`config.mk`:
```
export PLATFORM = sky130hd
export DESIGN_NAME = uarx_receiver
export DESIGN_NICKNAME = d
export VERILOG_FILES = /design/src/inc/uarx_pkg.sv /design/src/uarx_receiver.sv
export SDC_FILE = /design/constraint.sdc
export NUM_CORES = 1
export LEC_CHECK = 0
export ABC_AREA = 1
export BUFFER_PORTS_ARGS = -buffer_cell sky130_fd_sc_hd__buf_2
export CORE_MARGIN = 2
export CORE_UTILIZATION = 35
export DETAILED_ROUTE_END_ITERATION = 16
export GPL_ROUTABILITY_DRIVEN = 0
export PLACE_DENSITY = 0.53
export SYNTH_ARGS = -nofsm -noshare
export SYNTH_HDL_FRONTEND = slang
export SYNTH_SLANG_ARGS = --single-unit
```
`constraint.sdc`:
```
create_clock -name clock_i -period 4.78 [get_ports clock_i]
set_input_delay 0.239 -clock clock_i [delete_from_list [all_inputs] [get_ports clock_i]]
set_output_delay 0.239 -clock clock_i [all_outputs]
set_load 0.05 [all_outputs]
```
`src/inc/uarx_pkg.sv`:
```
// Package with constants and carrier types for the serial receive block.
package uarx_pkg;

  localparam int unsigned CLK_PERIOD_NS = 8;
  localparam int unsigned FIFO_DEPTH    = 16;
  localparam int unsigned FIFO_AW       = 4;
  localparam int unsigned OVS           = 16;
  localparam logic [3:0]  OVS_LAST      = 4'h000F;
  localparam logic [3:0]  OVS_MID       = 4'h0007;
  localparam logic [4:0]  LVL_ONE       = 5'h0_001;
  localparam logic [4:0]  LVL_FOUR      = 5'h0_004;
  localparam logic [4:0]  LVL_EIGHT     = 5'h0_008;
  localparam logic [4:0]  LVL_FOURTEEN  = 5'h0_00E;
  localparam logic [4:0]  LVL_FULL      = 5'h0_010;
  localparam logic [4:0]  LVL_FIFTEEN   = 5'h0_00F;
  localparam logic [15:0] DIV_RESET     = 16'h0001;

  // Register word addresses on the slave bus.
  localparam logic [3:0] ADDR_DATA   = 4'h0000;
  localparam logic [3:0] ADDR_LINE   = 4'h0001;
  localparam logic [3:0] ADDR_STATUS = 4'h0002;
  localparam logic [3:0] ADDR_MODEM  = 4'h0003;
  localparam logic [3:0] ADDR_DIV    = 4'h0004;
  localparam logic [3:0] ADDR_FIFOC  = 4'h0005;
  localparam logic [31:0] READ_ZERO  = 32'h0000_0000;

  // Field positions.
  localparam int unsigned LC_LEN_LO  = 0;
  localparam int unsigned LC_LEN_HI  = 1;
  localparam int unsigned LC_PAR_EN  = 3;
  localparam int unsigned LC_PAR_EVN = 4;
  localparam int unsigned MC_RTS     = 1;
  localparam int unsigned MC_AFE     = 5;
  localparam int unsigned ST_DR      = 0;
  localparam int unsigned ST_OE      = 1;
  localparam int unsigned ST_PE      = 2;
  localparam int unsigned ST_FE      = 3;
  localparam int unsigned ST_BI      = 4;

  typedef enum logic [2:0] {
    UARX_IDLE   = 3'b000,
    UARX_START  = 3'b001,
    UARX_DATA   = 3'b010,
    UARX_PARITY = 3'b011,
    UARX_STOP   = 3'b100
  } uarx_state_t;

  // One received character with its error bits.
  typedef struct packed {
    logic       brk;
    logic       frm;
    logic       par;
    logic [7:0] data;
  } uarx_char_t;

endpackage

```
`src/uarx_receiver.sv`:
```
// Serial receive channel with autoflow control and an Avalon-MM slave.
//
// The Avalon-MM slave port and the register offsets were decided locally.
`timescale 1ns/1ps

// Notes on behaviour
// - Idle receiver watches line for falling edge.
// - Sample each bit at its centre.
// - Start bit needs low at mid-sample.
// - Start seen within one 16x tick.
// - Two low line bits set data length.
// - Line bits three, four control parity.
// - Data ready set after full character.
// - Non-FIFO read of buffer clears ready.
// - Unread buffer overwritten sets overrun flag.
// - Bad parity sets parity error flag.
// - Missing stop bit sets framing error.
// - FIFO stores character with error bits.
// - Levels 1/4/8: drop RTS at trigger.
// - FIFO still accepts one extra byte.
// - Levels 1/4/8: raise RTS when empty.
// - Level 14: drop RTS at 16th data.
// - Level 14: raise RTS with free space.
// - Transmitter may start only with CTS.
// - CTS changes raise no interrupt under autoflow.
// - Auto-RTS needs enable and RTS bits set; auto-CTS needs enable only.
// - Sample tick is clock over divisor.
module uarx_receiver (
  input  wire logic        clock_i,          // 125 MHz clock
  input  wire logic        reset_n_i,        // Synchronous reset, active low
  input  wire logic [3:0]  avs_address_i,    // Word address
  input  wire logic        avs_read_i,       // Read request
  input  wire logic        avs_write_i,      // Write request
  input  wire logic [31:0] avs_writedata_i,  // Write data
  output logic      [31:0] avs_readdata_o,   // Read data
  output logic             avs_waitrequest_o,// Stall
  input  wire logic        serial_input_pin_i,// Serial input line
  input  wire logic        cts_n_i,          // Clear to send, active low
  output logic             rts_n_o,          // Request to send, active low
  output logic             tx_start_ok_o,    // Transmitter may start a byte
  output logic             modem_irq_o       // CTS change event, one-cycle pulse
);

  logic [7:0]  line_control_setting_reg;
  logic [7:0]  modem_ctl_reg;
  logic [15:0] divisor_reg;
  logic        fifo_en_reg;
  logic [1:0]  trig_sel_reg;
  logic        rx_s1_reg, serial_in_line_reg, rx_prev_reg;
  logic        cts_s1_reg, cts_s2_reg, cts_prev_reg;
  logic [15:0] baud_cnt_reg;
  logic        tick_reg;
  uarx_pkg::uarx_state_t state_reg;
  logic [3:0]  ovs_reg;
  logic [2:0]  bit_reg;
  logic [7:0]  rx_shift_register_reg;
  logic        par_acc_reg;
  logic        char_done_reg;
  uarx_pkg::uarx_char_t char_reg;
  uarx_pkg::uarx_char_t mem [uarx_pkg::FIFO_DEPTH];
  logic [uarx_pkg::FIFO_AW-1:0] wr_ptr_reg, rd_ptr_reg;
  logic [4:0]  count_reg;
  uarx_pkg::uarx_char_t rx_holding_buffer_reg;
  logic        rx_data_ready_flag_reg;
  logic        overrun_flag_reg;
  logic        parity_err_flag_reg;
  logic        framing_err_flag_reg;
  logic        break_flag_reg;
  logic        ack_reg;

  logic        bus_req, rd_data, rd_status;
  logic        autoflow_enable_bit, flow_full, flow_cts;
  logic [2:0]  len_last;
  logic [4:0]  trig_lvl;
  logic        push, pop;

  assign bus_req   = (avs_read_i | avs_write_i) & ~ack_reg;
  assign rd_data   = avs_read_i & ~ack_reg
                     & (avs_address_i == uarx_pkg::ADDR_DATA);
  assign rd_status = avs_read_i & ~ack_reg
                     & (avs_address_i == uarx_pkg::ADDR_STATUS);
  // Data lengths 5..8 become a last-bit index 4..7.
  assign len_last  = {1'b1,
                      line_control_setting_reg[uarx_pkg::LC_LEN_HI],
                      line_control_setting_reg[uarx_pkg::LC_LEN_LO]};
  assign autoflow_enable_bit = modem_ctl_reg[uarx_pkg::MC_AFE];
  assign flow_full = autoflow_enable_bit
                     & modem_ctl_reg[uarx_pkg::MC_RTS];
  assign flow_cts  = autoflow_enable_bit;
  assign pop  = rd_data & fifo_en_reg & (count_reg != 5'h0_000);
  assign push = char_done_reg & fifo_en_reg
                & (count_reg != uarx_pkg::LVL_FULL);

  always_comb begin
    case (trig_sel_reg)
      2'h0_000: trig_lvl = uarx_pkg::LVL_ONE;
      2'h0_001: trig_lvl = uarx_pkg::LVL_FOUR;
      2'h0_002: trig_lvl = uarx_pkg::LVL_EIGHT;
      default:  trig_lvl = uarx_pkg::LVL_FOURTEEN;
    endcase
  end

  // Bus slave: one wait cycle, then the answer with waitrequest low.
  always_ff @(posedge clock_i) begin
    if (!reset_n_i) begin
      ack_reg           <= 1'b0;
      avs_waitrequest_o <= 1'b1;
    end else begin
      ack_reg           <= bus_req;
      avs_waitrequest_o <= ~bus_req;
    end
  end

  always_ff @(posedge clock_i) begin
    if (!reset_n_i) begin
      line_control_setting_reg <= 8'h0000;
      modem_ctl_reg            <= 8'h0000;
      divisor_reg              <= uarx_pkg::DIV_RESET;
      fifo_en_reg              <= 1'b0;
      trig_sel_reg             <= 2'h0_000;
    end else if (avs_write_i && !ack_reg) begin
      if (avs_address_i == uarx_pkg::ADDR_LINE) begin
        line_control_setting_reg <= avs_writedata_i[7:0];
      end else if (avs_address_i == uarx_pkg::ADDR_MODEM) begin
        modem_ctl_reg <= avs_writedata_i[7:0];
      end else if (avs_address_i == uarx_pkg::ADDR_DIV) begin
        divisor_reg <= avs_writedata_i[15:0];
      end else if (avs_address_i == uarx_pkg::ADDR_FIFOC) begin
        fifo_en_reg  <= avs_writedata_i[0];
        trig_sel_reg <= avs_writedata_i[7:6];
      end
    end
  end

  always_ff @(posedge clock_i) begin
    if (!reset_n_i) begin
      avs_readdata_o <= uarx_pkg::READ_ZERO;
    end else if (avs_read_i && !ack_reg) begin
      if (avs_address_i == uarx_pkg::ADDR_DATA) begin
        avs_readdata_o <= {24'h00_0000, rx_holding_buffer_reg.data};
      end else if (avs_address_i == uarx_pkg::ADDR_LINE) begin
        avs_readdata_o <= {24'h00_0000, line_control_setting_reg};
      end else if (avs_address_i == uarx_pkg::ADDR_STATUS) begin
        avs_readdata_o <= {27'h000_0000, break_flag_reg,
                           framing_err_flag_reg, parity_err_flag_reg,
                           overrun_flag_reg, rx_data_ready_flag_reg};
      end else if (avs_address_i == uarx_pkg::ADDR_MODEM) begin
        avs_readdata_o <= {24'h00_0000, modem_ctl_reg};
      end else if (avs_address_i == uarx_pkg::ADDR_DIV) begin
        avs_readdata_o <= {16'h0000, divisor_reg};
      end else if (avs_address_i == uarx_pkg::ADDR_FIFOC) begin
        avs_readdata_o <= {24'h00_0000, trig_sel_reg, 1'b0, count_reg};
      end else begin
        avs_readdata_o <= uarx_pkg::READ_ZERO;
      end
    end
  end

  // Pin synchronisers; the first stage feeds only the second.
  // CTS stages run through reset, so no false change follows it.
  always_ff @(posedge clock_i) begin
    cts_s1_reg <= cts_n_i;
    cts_s2_reg <= cts_s1_reg;
    if (!reset_n_i) begin
      rx_s1_reg          <= 1'b1;
      serial_in_line_reg <= 1'b1;
    end else begin
      rx_s1_reg          <= serial_input_pin_i;
      serial_in_line_reg <= rx_s1_reg;
    end
  end

  // Sample tick once every divisor clocks; a zero divisor acts as one.
  always_ff @(posedge clock_i) begin
    if (!reset_n_i) begin
      baud_cnt_reg <= uarx_pkg::DIV_RESET;
      tick_reg     <= 1'b0;
    end else if (baud_cnt_reg <= uarx_pkg::DIV_RESET) begin
      baud_cnt_reg <= divisor_reg;
      tick_reg     <= 1'b1;
    end else begin
      baud_cnt_reg <= baud_cnt_reg - uarx_pkg::DIV_RESET;
      tick_reg     <= 1'b0;
    end
  end

  // Receive state machine, line examined on each 16x tick.
  always_ff @(posedge clock_i) begin
    if (!reset_n_i) begin
      state_reg             <= uarx_pkg::UARX_IDLE;
      ovs_reg               <= 4'h0000;
      bit_reg               <= 3'h0_000;
      rx_shift_register_reg <= 8'h0000;
      par_acc_reg           <= 1'b0;
      rx_prev_reg           <= 1'b1;
      char_done_reg         <= 1'b0;
      char_reg              <= '0;
    end else begin
      char_done_reg <= 1'b0;
      if (tick_reg) begin
        rx_prev_reg <= serial_in_line_reg;
        case (state_reg)
          uarx_pkg::UARX_IDLE: begin
            if (rx_prev_reg && !serial_in_line_reg) begin
              state_reg <= uarx_pkg::UARX_START;
              ovs_reg   <= 4'h0000;
            end
          end
          uarx_pkg::UARX_START: begin
            ovs_reg <= ovs_reg + 4'h0001;
            if (ovs_reg == uarx_pkg::OVS_MID - 4'h0001) begin
              if (serial_in_line_reg) begin
                state_reg <= uarx_pkg::UARX_IDLE;
              end else begin
                ovs_reg               <= 4'h0000;
                bit_reg               <= 3'h0_000;
                rx_shift_register_reg <= 8'h0000;
                par_acc_reg <=
                  ~line_control_setting_reg[uarx_pkg::LC_PAR_EVN];
                state_reg <= uarx_pkg::UARX_DATA;
              end
            end
          end
          uarx_pkg::UARX_DATA: begin
            ovs_reg <= ovs_reg + 4'h0001;
            if (ovs_reg == uarx_pkg::OVS_LAST) begin
              rx_shift_register_reg[bit_reg] <= serial_in_line_reg;
              par_acc_reg <= par_acc_reg ^ serial_in_line_reg;
              bit_reg     <= bit_reg + 3'h0_001;
              if (bit_reg == len_last) begin
                state_reg <=
                  line_control_setting_reg[uarx_pkg::LC_PAR_EN]
                    ? uarx_pkg::UARX_PARITY : uarx_pkg::UARX_STOP;
              end
            end
          end
          uarx_pkg::UARX_PARITY: begin
            ovs_reg <= ovs_reg + 4'h0001;
            if (ovs_reg == uarx_pkg::OVS_LAST) begin
              par_acc_reg <= par_acc_reg ^ serial_in_line_reg;
              state_reg   <= uarx_pkg::UARX_STOP;
            end
          end
          uarx_pkg::UARX_STOP: begin
            ovs_reg <= ovs_reg + 4'h0001;
            if (ovs_reg == uarx_pkg::OVS_LAST) begin
              char_reg.data <= rx_shift_register_reg;
              char_reg.par  <=
                line_control_setting_reg[uarx_pkg::LC_PAR_EN]
                & par_acc_reg;
              char_reg.frm  <= ~serial_in_line_reg;
              char_reg.brk  <= ~serial_in_line_reg
                               & (rx_shift_register_reg == 8'h0000);
              char_done_reg <= 1'b1;
              state_reg     <= uarx_pkg::UARX_IDLE;
            end
          end
          default: state_reg <= uarx_pkg::UARX_IDLE;
        endcase
      end
    end
  end

  // Receive FIFO; sixteen slots give room for the byte after trigger.
  always_ff @(posedge clock_i) begin
    if (push) begin
      mem[wr_ptr_reg] <= char_reg;
    end
  end

  always_ff @(posedge clock_i) begin
    if (!reset_n_i || !fifo_en_reg) begin
      wr_ptr_reg <= '0;
      rd_ptr_reg <= '0;
      count_reg  <= 5'h0_000;
    end else begin
      if (push) begin
        wr_ptr_reg <= wr_ptr_reg + 1'b1;
      end
      if (pop) begin
        rd_ptr_reg <= rd_ptr_reg + 1'b1;
      end
      count_reg <= count_reg + {4'h0000, push} - {4'h0000, pop};
    end
  end

  // Holding buffer and status; a new event wins over a read clear.
  always_ff @(posedge clock_i) begin
    if (!reset_n_i) begin
      rx_holding_buffer_reg  <= '0;
      rx_data_ready_flag_reg <= 1'b0;
      overrun_flag_reg       <= 1'b0;
      parity_err_flag_reg    <= 1'b0;
      framing_err_flag_reg   <= 1'b0;
      break_flag_reg         <= 1'b0;
    end else begin
      if (fifo_en_reg) begin
        rx_holding_buffer_reg  <= mem[rd_ptr_reg];
        rx_data_ready_flag_reg <= (count_reg != 5'h0_000) | push;
      end else if (char_done_reg) begin
        rx_holding_buffer_reg  <= char_reg;
        rx_data_ready_flag_reg <= 1'b1;
      end else if (rd_data) begin
        rx_data_ready_flag_reg <= 1'b0;
      end
      if (char_done_reg && (fifo_en_reg
          ? (count_reg == uarx_pkg::LVL_FULL)
          : (rx_data_ready_flag_reg && !rd_data))) begin
        overrun_flag_reg <= 1'b1;
      end else if (rd_status) begin
        overrun_flag_reg <= 1'b0;
      end
      if (char_done_reg && char_reg.par) begin
        parity_err_flag_reg <= 1'b1;
      end else if (rd_status) begin
        parity_err_flag_reg <= 1'b0;
      end
      if (char_done_reg && char_reg.frm) begin
        framing_err_flag_reg <= 1'b1;
      end else if (rd_status) begin
        framing_err_flag_reg <= 1'b0;
      end
      if (char_done_reg && char_reg.brk) begin
        break_flag_reg <= 1'b1;
      end else if (rd_status) begin
        break_flag_reg <= 1'b0;
      end
    end
  end

  // RTS: manual bit unless full autoflow with FIFO mode.
  always_ff @(posedge clock_i) begin
    if (!reset_n_i) begin
      rts_n_o <= 1'b1;
    end else if (!(flow_full && fifo_en_reg)) begin
      rts_n_o <= ~modem_ctl_reg[uarx_pkg::MC_RTS];
    end else if (trig_lvl == uarx_pkg::LVL_FOURTEEN) begin
      if (count_reg == uarx_pkg::LVL_FIFTEEN && (char_done_reg
          || state_reg > uarx_pkg::UARX_START)) begin
        rts_n_o <= 1'b1;
      end else if (count_reg < uarx_pkg::LVL_FULL) begin
        rts_n_o <= 1'b0;
      end
    end else if (count_reg >= trig_lvl) begin
      rts_n_o <= 1'b1;
    end else if (count_reg == 5'h0_000) begin
      rts_n_o <= 1'b0;
    end
  end

  // CTS gating of the transmitter and modem-change event.
  always_ff @(posedge clock_i) begin
    if (!reset_n_i) begin
      cts_prev_reg  <= cts_s2_reg;
      tx_start_ok_o <= 1'b1;
      modem_irq_o   <= 1'b0;
    end else begin
      cts_prev_reg  <= cts_s2_reg;
      tx_start_ok_o <= ~flow_cts | ~cts_s2_reg;
      modem_irq_o   <= (cts_prev_reg != cts_s2_reg) & ~flow_cts;
    end
  end
endmodule

```
Yosys cells after proc, flatten, opt, wreduce, memory -nomap -nowiden
Memory sizes are Yosys's and may differ from the RTL's. A register that Yosys moved wholly into a read port is not among the register bits.
Index checks and enable logic that the tools add are counted.
{"block": "word_totals", "ff_bits": 152, "ram_bits": 176, "inputBits": 42, "out_inout_bits": 36, "wordCells": 212, "memories": 1}
{"name": "mem", "depth": 16, "width": 11, "rd": 1, "rd_ports_with_merged_regs": 1, "write_ports": 1, "line_no": "uarx_receiver.sv:60", "source": "uarx_pkg::uarx_char_t mem [uarx_pkg::FIFO_DEPTH];"}
{"block": "classes", "add_sub_neg": 7, "n_lt_le_gt_ge": 6, "n_eq_ne": 29, "n_mux": 59, "n_bitwise": 26, "n_reduce_logical": 46}
{"operator": "$mux W16", "n": 6}
{"operator": "$mux W8", "n": 6}
{"operator": "$mux W3", "n": 10}
{"operator": "$pmux W4 S3", "n": 2}
{"operator": "$mux W1", "n": 23}
{"operator": "$mux W4", "n": 5}
{"operator": "$le A16 B1 Y1 const B", "n": 1}
{"operator": "$pmux W8 S2", "n": 1}
{"operator": "$sub A16 B1 Y16 const B", "n": 1}
{"operator": "$pmux W3 S5", "n": 1}
{"operator": "$reduce_and A5 Y1", "n": 3}
{"operator": "$ne A2 B2 Y1 const B", "n": 7}
{"operator": "$reduce_bool A2 Y1", "n": 7}
{"operator": "$add A4 B1 Y4 const B", "n": 3}
{"operator": "$and A1 B1 Y1", "n": 12}
{"operator": "$eq A4 B3 Y1 const B", "n": 3}
{"operator": "$reduce_and A3 Y1", "n": 4}
{"operator": "$logic_and A1 B1 Y1", "n": 11}
{"operator": "$eq A5 B4 Y1 const B", "n": 2}
{"operator": "$not A1 Y1", "n": 10}
{"operator": "$bwmux W8", "n": 1}
{"operator": "$eq A4 B2 Y1 const B", "n": 2}
{"operator": "$logic_not A8 Y1", "n": 1}
{"operator": "$reduce_and A7 Y1", "n": 1}
{"operator": "other kinds (40)", "n": 50}

Depth between registers and ports, before layout
{"block": "depth", "depth_word": 8, "ltp_mapped": 18, "depth_no_buf": 18}

Worst setup path after synthesis
No wires, ideal clock.
{"block": "synth_path", "kind": "register to register", "start": "reg count_reg[2]", "end": "reg count_reg[4]", "setup_ns": 0.113, "arrival_ns": 2.191, "t_required_ns": 4.667, "path_slack_ns": 2.477, "stages_incl_launch_ff": 19, "path_buffers": 0, "period_less_slack_ns": 2.303, "path_cell_list": "dfxtp_1 inv_1 ha_1 nand2_1 nor2_1 nand2_1 nand2_1 nor2_4 inv_1 nand2_1 nand2_1 ha_1 fa_1 nand2_1 nand2_1 a21oi_1 nand2_1 nand2_1 nor2_1"}
{"block": "synth_between", "elab_chain_len": 4, "word_cells_on_any_way": 6, "cone_classes": "add/sub: 2; eq/ne: 1; bitwise: 2; reduce/logical: 1"}
{"item": "start, declared", "line_no": "uarx_receiver.sv:62", "source": "logic [4:0] count_reg;"}
{"item": "start signal, assigned", "line_no": "uarx_receiver.sv:283", "source": "count_reg <= count_reg + {4'h0000, push} - {4'h0000, pop};"}
{"item": "$ne A5 B5 Y1", "line_no": "uarx_receiver.sv:92", "source": "& (count_reg != uarx_pkg::LVL_FULL);"}
{"item": "$and A1 B1 Y1", "line_no": "uarx_receiver.sv:92"}
{"item": "$add A5 B1 Y5", "line_no": "uarx_receiver.sv:283"}
{"item": "$sub A5 B1 Y5 *", "line_no": "uarx_receiver.sv:283"}
Mark *: on every way between the ends. The rest lies on a longest branch, timed or not.
A chain may end at the register's enable or synchronous reset.

Final worst setup path
{"block": "layout_path", "start": "reg ack_reg", "end": "reg count_reg[4]"}
{"block": "layout_between", "elab_chain_len": 6}
{"item": "start, declared", "line_no": "uarx_receiver.sv:69", "source": "logic ack_reg;"}
{"item": "start signal, assigned", "line_no": "uarx_receiver.sv:109", "source": "ack_reg <= bus_req;"}
{"item": "$not A1 Y1", "line_no": "uarx_receiver.sv:78", "source": "assign rd_data = avs_read_i & ~ack_reg"}
{"item": "$and A1 B1 Y1", "line_no": "uarx_receiver.sv:78"}
{"item": "$and A1 B1 Y1", "line_no": "uarx_receiver.sv:79", "source": "& (avs_address_i == uarx_pkg::ADDR_DATA);"}
{"item": "$and A1 B1 Y1 (2 in series)", "line_no": "uarx_receiver.sv:90", "source": "assign pop = rd_data & fifo_en_reg & (count_reg != 5'h0_000);"}
{"item": "$sub A5 B1 Y5", "line_no": "uarx_receiver.sv:283"}
No other way between the ends.

==> results.json <==
{
  "p_per_area_nw_per_um2": 402,
  "largest_reg_flops": 128,
  "dpl_cell_area_um2": 12700,
  "finalCriticalPeriod_ns": 2.84,
  "max_slew.worst_pin.slew_ns": 0.901,
  "holdPathStages": 3,
  "core_um2": 34300,
  "dieHeight_um": 190,
  "start_util": 0.354,
  "p_leak_uw": 0.00585,
  "cp-end-kind": "register",
  "port_buffers": 45,
  "nets": 1557,
  "grt_pass1_vias": 8742,
  "reg2reg_slack_ns": 1.94,
  "max_slew_margin": 0.397,
  "synth_seq_cells": 268,
  "synth_top_family_by_area": "simple AND/OR/NAND/NOR gates",
  "hold_path.class": "input pin to register",
  "slew_violations": 0,
  "drv_cap": 0,
  "dp_cells": 1904,
  "synth_compound_area_frac": 0.105,
  "syn_area_per_cell_um2": 8.39,
  "vias": 9258,
  "worstSkewPairLatency_ns": 0.55,
  "wirelength_um": 29400,
  "cp-start-kind": "register",
  "routedWlPerCell_um": 14.9,
  "finalCritPeriodShare": 0.593,
  "cts_sinks": 268,
  "synth_mux_area_frac": 0,
  "cts_tree": "yes",
  "die-area_um2": 36100,
  "hp-start": "avs_writedata_i[5]",
  "r2r_cells": 16,
  "timing.rr.end": "count_reg[4]",
  "first_pass_iters": 5,
  "cp_data_arrival_time_ns": 3.28,
  "worstReg2RegStart": "ack_reg",
  "drc": 0,
  "finalPower_uw": 5590,
  "fin_worst_skew_ns": 0.0115,
  "rsz0062_at_grt": "false",
  "hold_viol_final": 0,
  "drt_iter0_markers": 498,
  "grt_max_degree": 65,
  "finalSetupViolations": 0,
  "dp_hpwl_um": 19700,
  "boundaryPins": 78,
  "stdcell_count": 1972,
  "top_register": "mem",
  "fin_setup_tns_ns": 0,
  "layout_common_cells": "nand2_1, inv_1, nand3_1, dfxtp_1, edfxtp_1",
  "grt_overflow_total": 0,
  "die_width_um": 190,
  "synth-xor-area-share": 0.00723,
  "root_buffer": "clkbuf_16",
  "cts_buffer_depth": 3,
  "postLayoutCellArea_um2": 13900,
  "yosysSeqAreaShare": 0.548,
  "rows": 68,
  "required_ns": 5.22,
  "n_antenna_cell": 0,
  "synthAdderAreaFrac": 0.0223,
  "track_usage": 0.163,
  "syn_area_um2": 12100,
  "synth_warnings": 0,
  "synthToLayoutAreaGrowth_pct": 14.6,
  "pre_cts_slack_ns": 1.97,
  "drive_gt1_frac": 0.0929,
  "max_freq_ghz": 0.353,
  "final_antenna_net_count": 0,
  "status": "complete, no violations",
  "htree_levels": 1,
  "vdd_drop_max_uv": 269,
  "min_to": "modem_ctl_reg[5]",
  "path_class": "register to register",
  "fin_ws_ns": 1.94,
  "cts-buffers-inserted": 30,
  "antenna_found_initial": 0,
  "synth_cell_type_count": 48,
  "synthSimpleGateAreaFrac": 0.219,
  "clkTransAtPathRegs_ns": 0.06,
  "final_common_cell": "nand2_1",
  "synth_cells": 1445,
  "grt_pass1_wl_um": 46900,
  "worstPathMaxFanout": 19,
  "via_per_inst": 4.69
}
[how the worst max path moves through the flow]
| stage | depth (start not counted) | slack, ns | start | end |
|---|---|---|---|---|
| finish | 16 | 1.94 | ack_reg | count_reg[4] |
| global route | 16 | 1.76 | ack_reg | count_reg[4] |
| CTS | 16 | 1.95 | ack_reg | count_reg[4] |
| detailed placement | 16 | 1.97 | ack_reg | count_reg[4] |
| global placement | 16 | 1.95 | ack_reg | count_reg[4] |
| floorplan | 18 | 2.48 | count_reg[2] | count_reg[4] |
[cells by family after synthesis]
logic type,after synthesis
xor+xnor,10
buf+inv,291
flops,268
other cells,1
simple gates,618
fa+ha+maj,21
compound gates,236
[where the power goes]
part / total (µW) / internal (µW) / switching (µW) / leakage [µW]
Sequential: 2520 / 2460 / 56.4 / 0.00205
Combinational: 636 / 201 / 435 / 0.00328
Clock: 2430 / 1500 / 927 / 0.000527
Total: 5590 / 4170 / 1420 / 0.00585
[critical path, cell delays in order (launching register included)]
cell,delay (ns)
dfxtp_1,0.29
inv_1,0.07
nand2_2,0.17
inv_2,0.28
nand3_1,0.32
nor2_4,0.30
inv_1,0.10
nand2_1,0.07
nand2_1,0.05
ha_1,0.21
fa_1,0.38
nand2_1,0.10
nand2_1,0.05
a21oi_1,0.16
nand2_1,0.07
nand2_1,0.06
nor2_1,0.04
[final cells by class]
class,count,area (µm²)
inverter,228,863
fill,3483,20400
sequential,268,6650
clock buffer,42,887
clock inverter,13,174
timing repair buffer,65,408
multi-input combinational,901,4340
tap,455,569
[routing by layer]
metal / vias to the layer above / wire length, µm / global-route usage
li1: 4769 / - / -
met1: 4275 / 14200 / 0.226
met4: 0 / 571 / 0.0358
met3: 42 / 1110 / 0.0220
met2: 172 / 13600 / 0.270
met5: - / 0 / 0
[stage by stage]
| stage | util | hold slack, ns |
|---|---|---|
| 6_report | 0.405 | 0.0464 |
| 5_1_grt | 0.405 | 0.0376 |
| 4_1_cts | 0.405 | 0.0127 |
| 3_5_place_dp | 0.370 | 0.322 |
| 3_3_place_gp | 0.370 | 0.320 |
| 2_1_floorplan | - | 0.267 |
[synthesized netlist by cell type (all sizes together)]
library cell | n | area, µm²
nand4 | 13 | 87.6
a22oi | 7 | 52.6
o21ai | 105 | 537
a21oi | 98 | 502
nand3 | 145 | 738
clkbuf | 25 | 97.6
xnor2 | 5 | 43.8
inv | 226 | 856
a22o | 1 | 8.76
a21boi | 1 | 7.51
o21a | 3 | 22.5
nor4 | 2 | 27.5
o221ai | 1 | 8.76
nor2 | 107 | 434
buf | 38 | 228
o211ai | 1 | 7.51
fa | 1 | 20.0
clkinv | 2 | 7.51
conb | 1 | 3.75
ha | 20 | 250
nor3 | 5 | 30.0
nand3b | 1 | 7.51
nand2 | 342 | 1310
xor2 | 5 | 43.8
or2 | 3 | 18.8
a211oi | 3 | 22.5
o22ai | 9 | 56.3
o21bai | 1 | 7.51
edfxtp | 128 | 3840
a31oi | 6 | 37.5
dfxtp | 140 | 2800
[what timing repair did]
item / CTS / global route
resized for setup: 0 / 0
hold buffers: 13 / 0
endpoints found under the hold margin: 14 / 0
buffers inserted: 0 / 0
(Power assumes the default switching activity.)
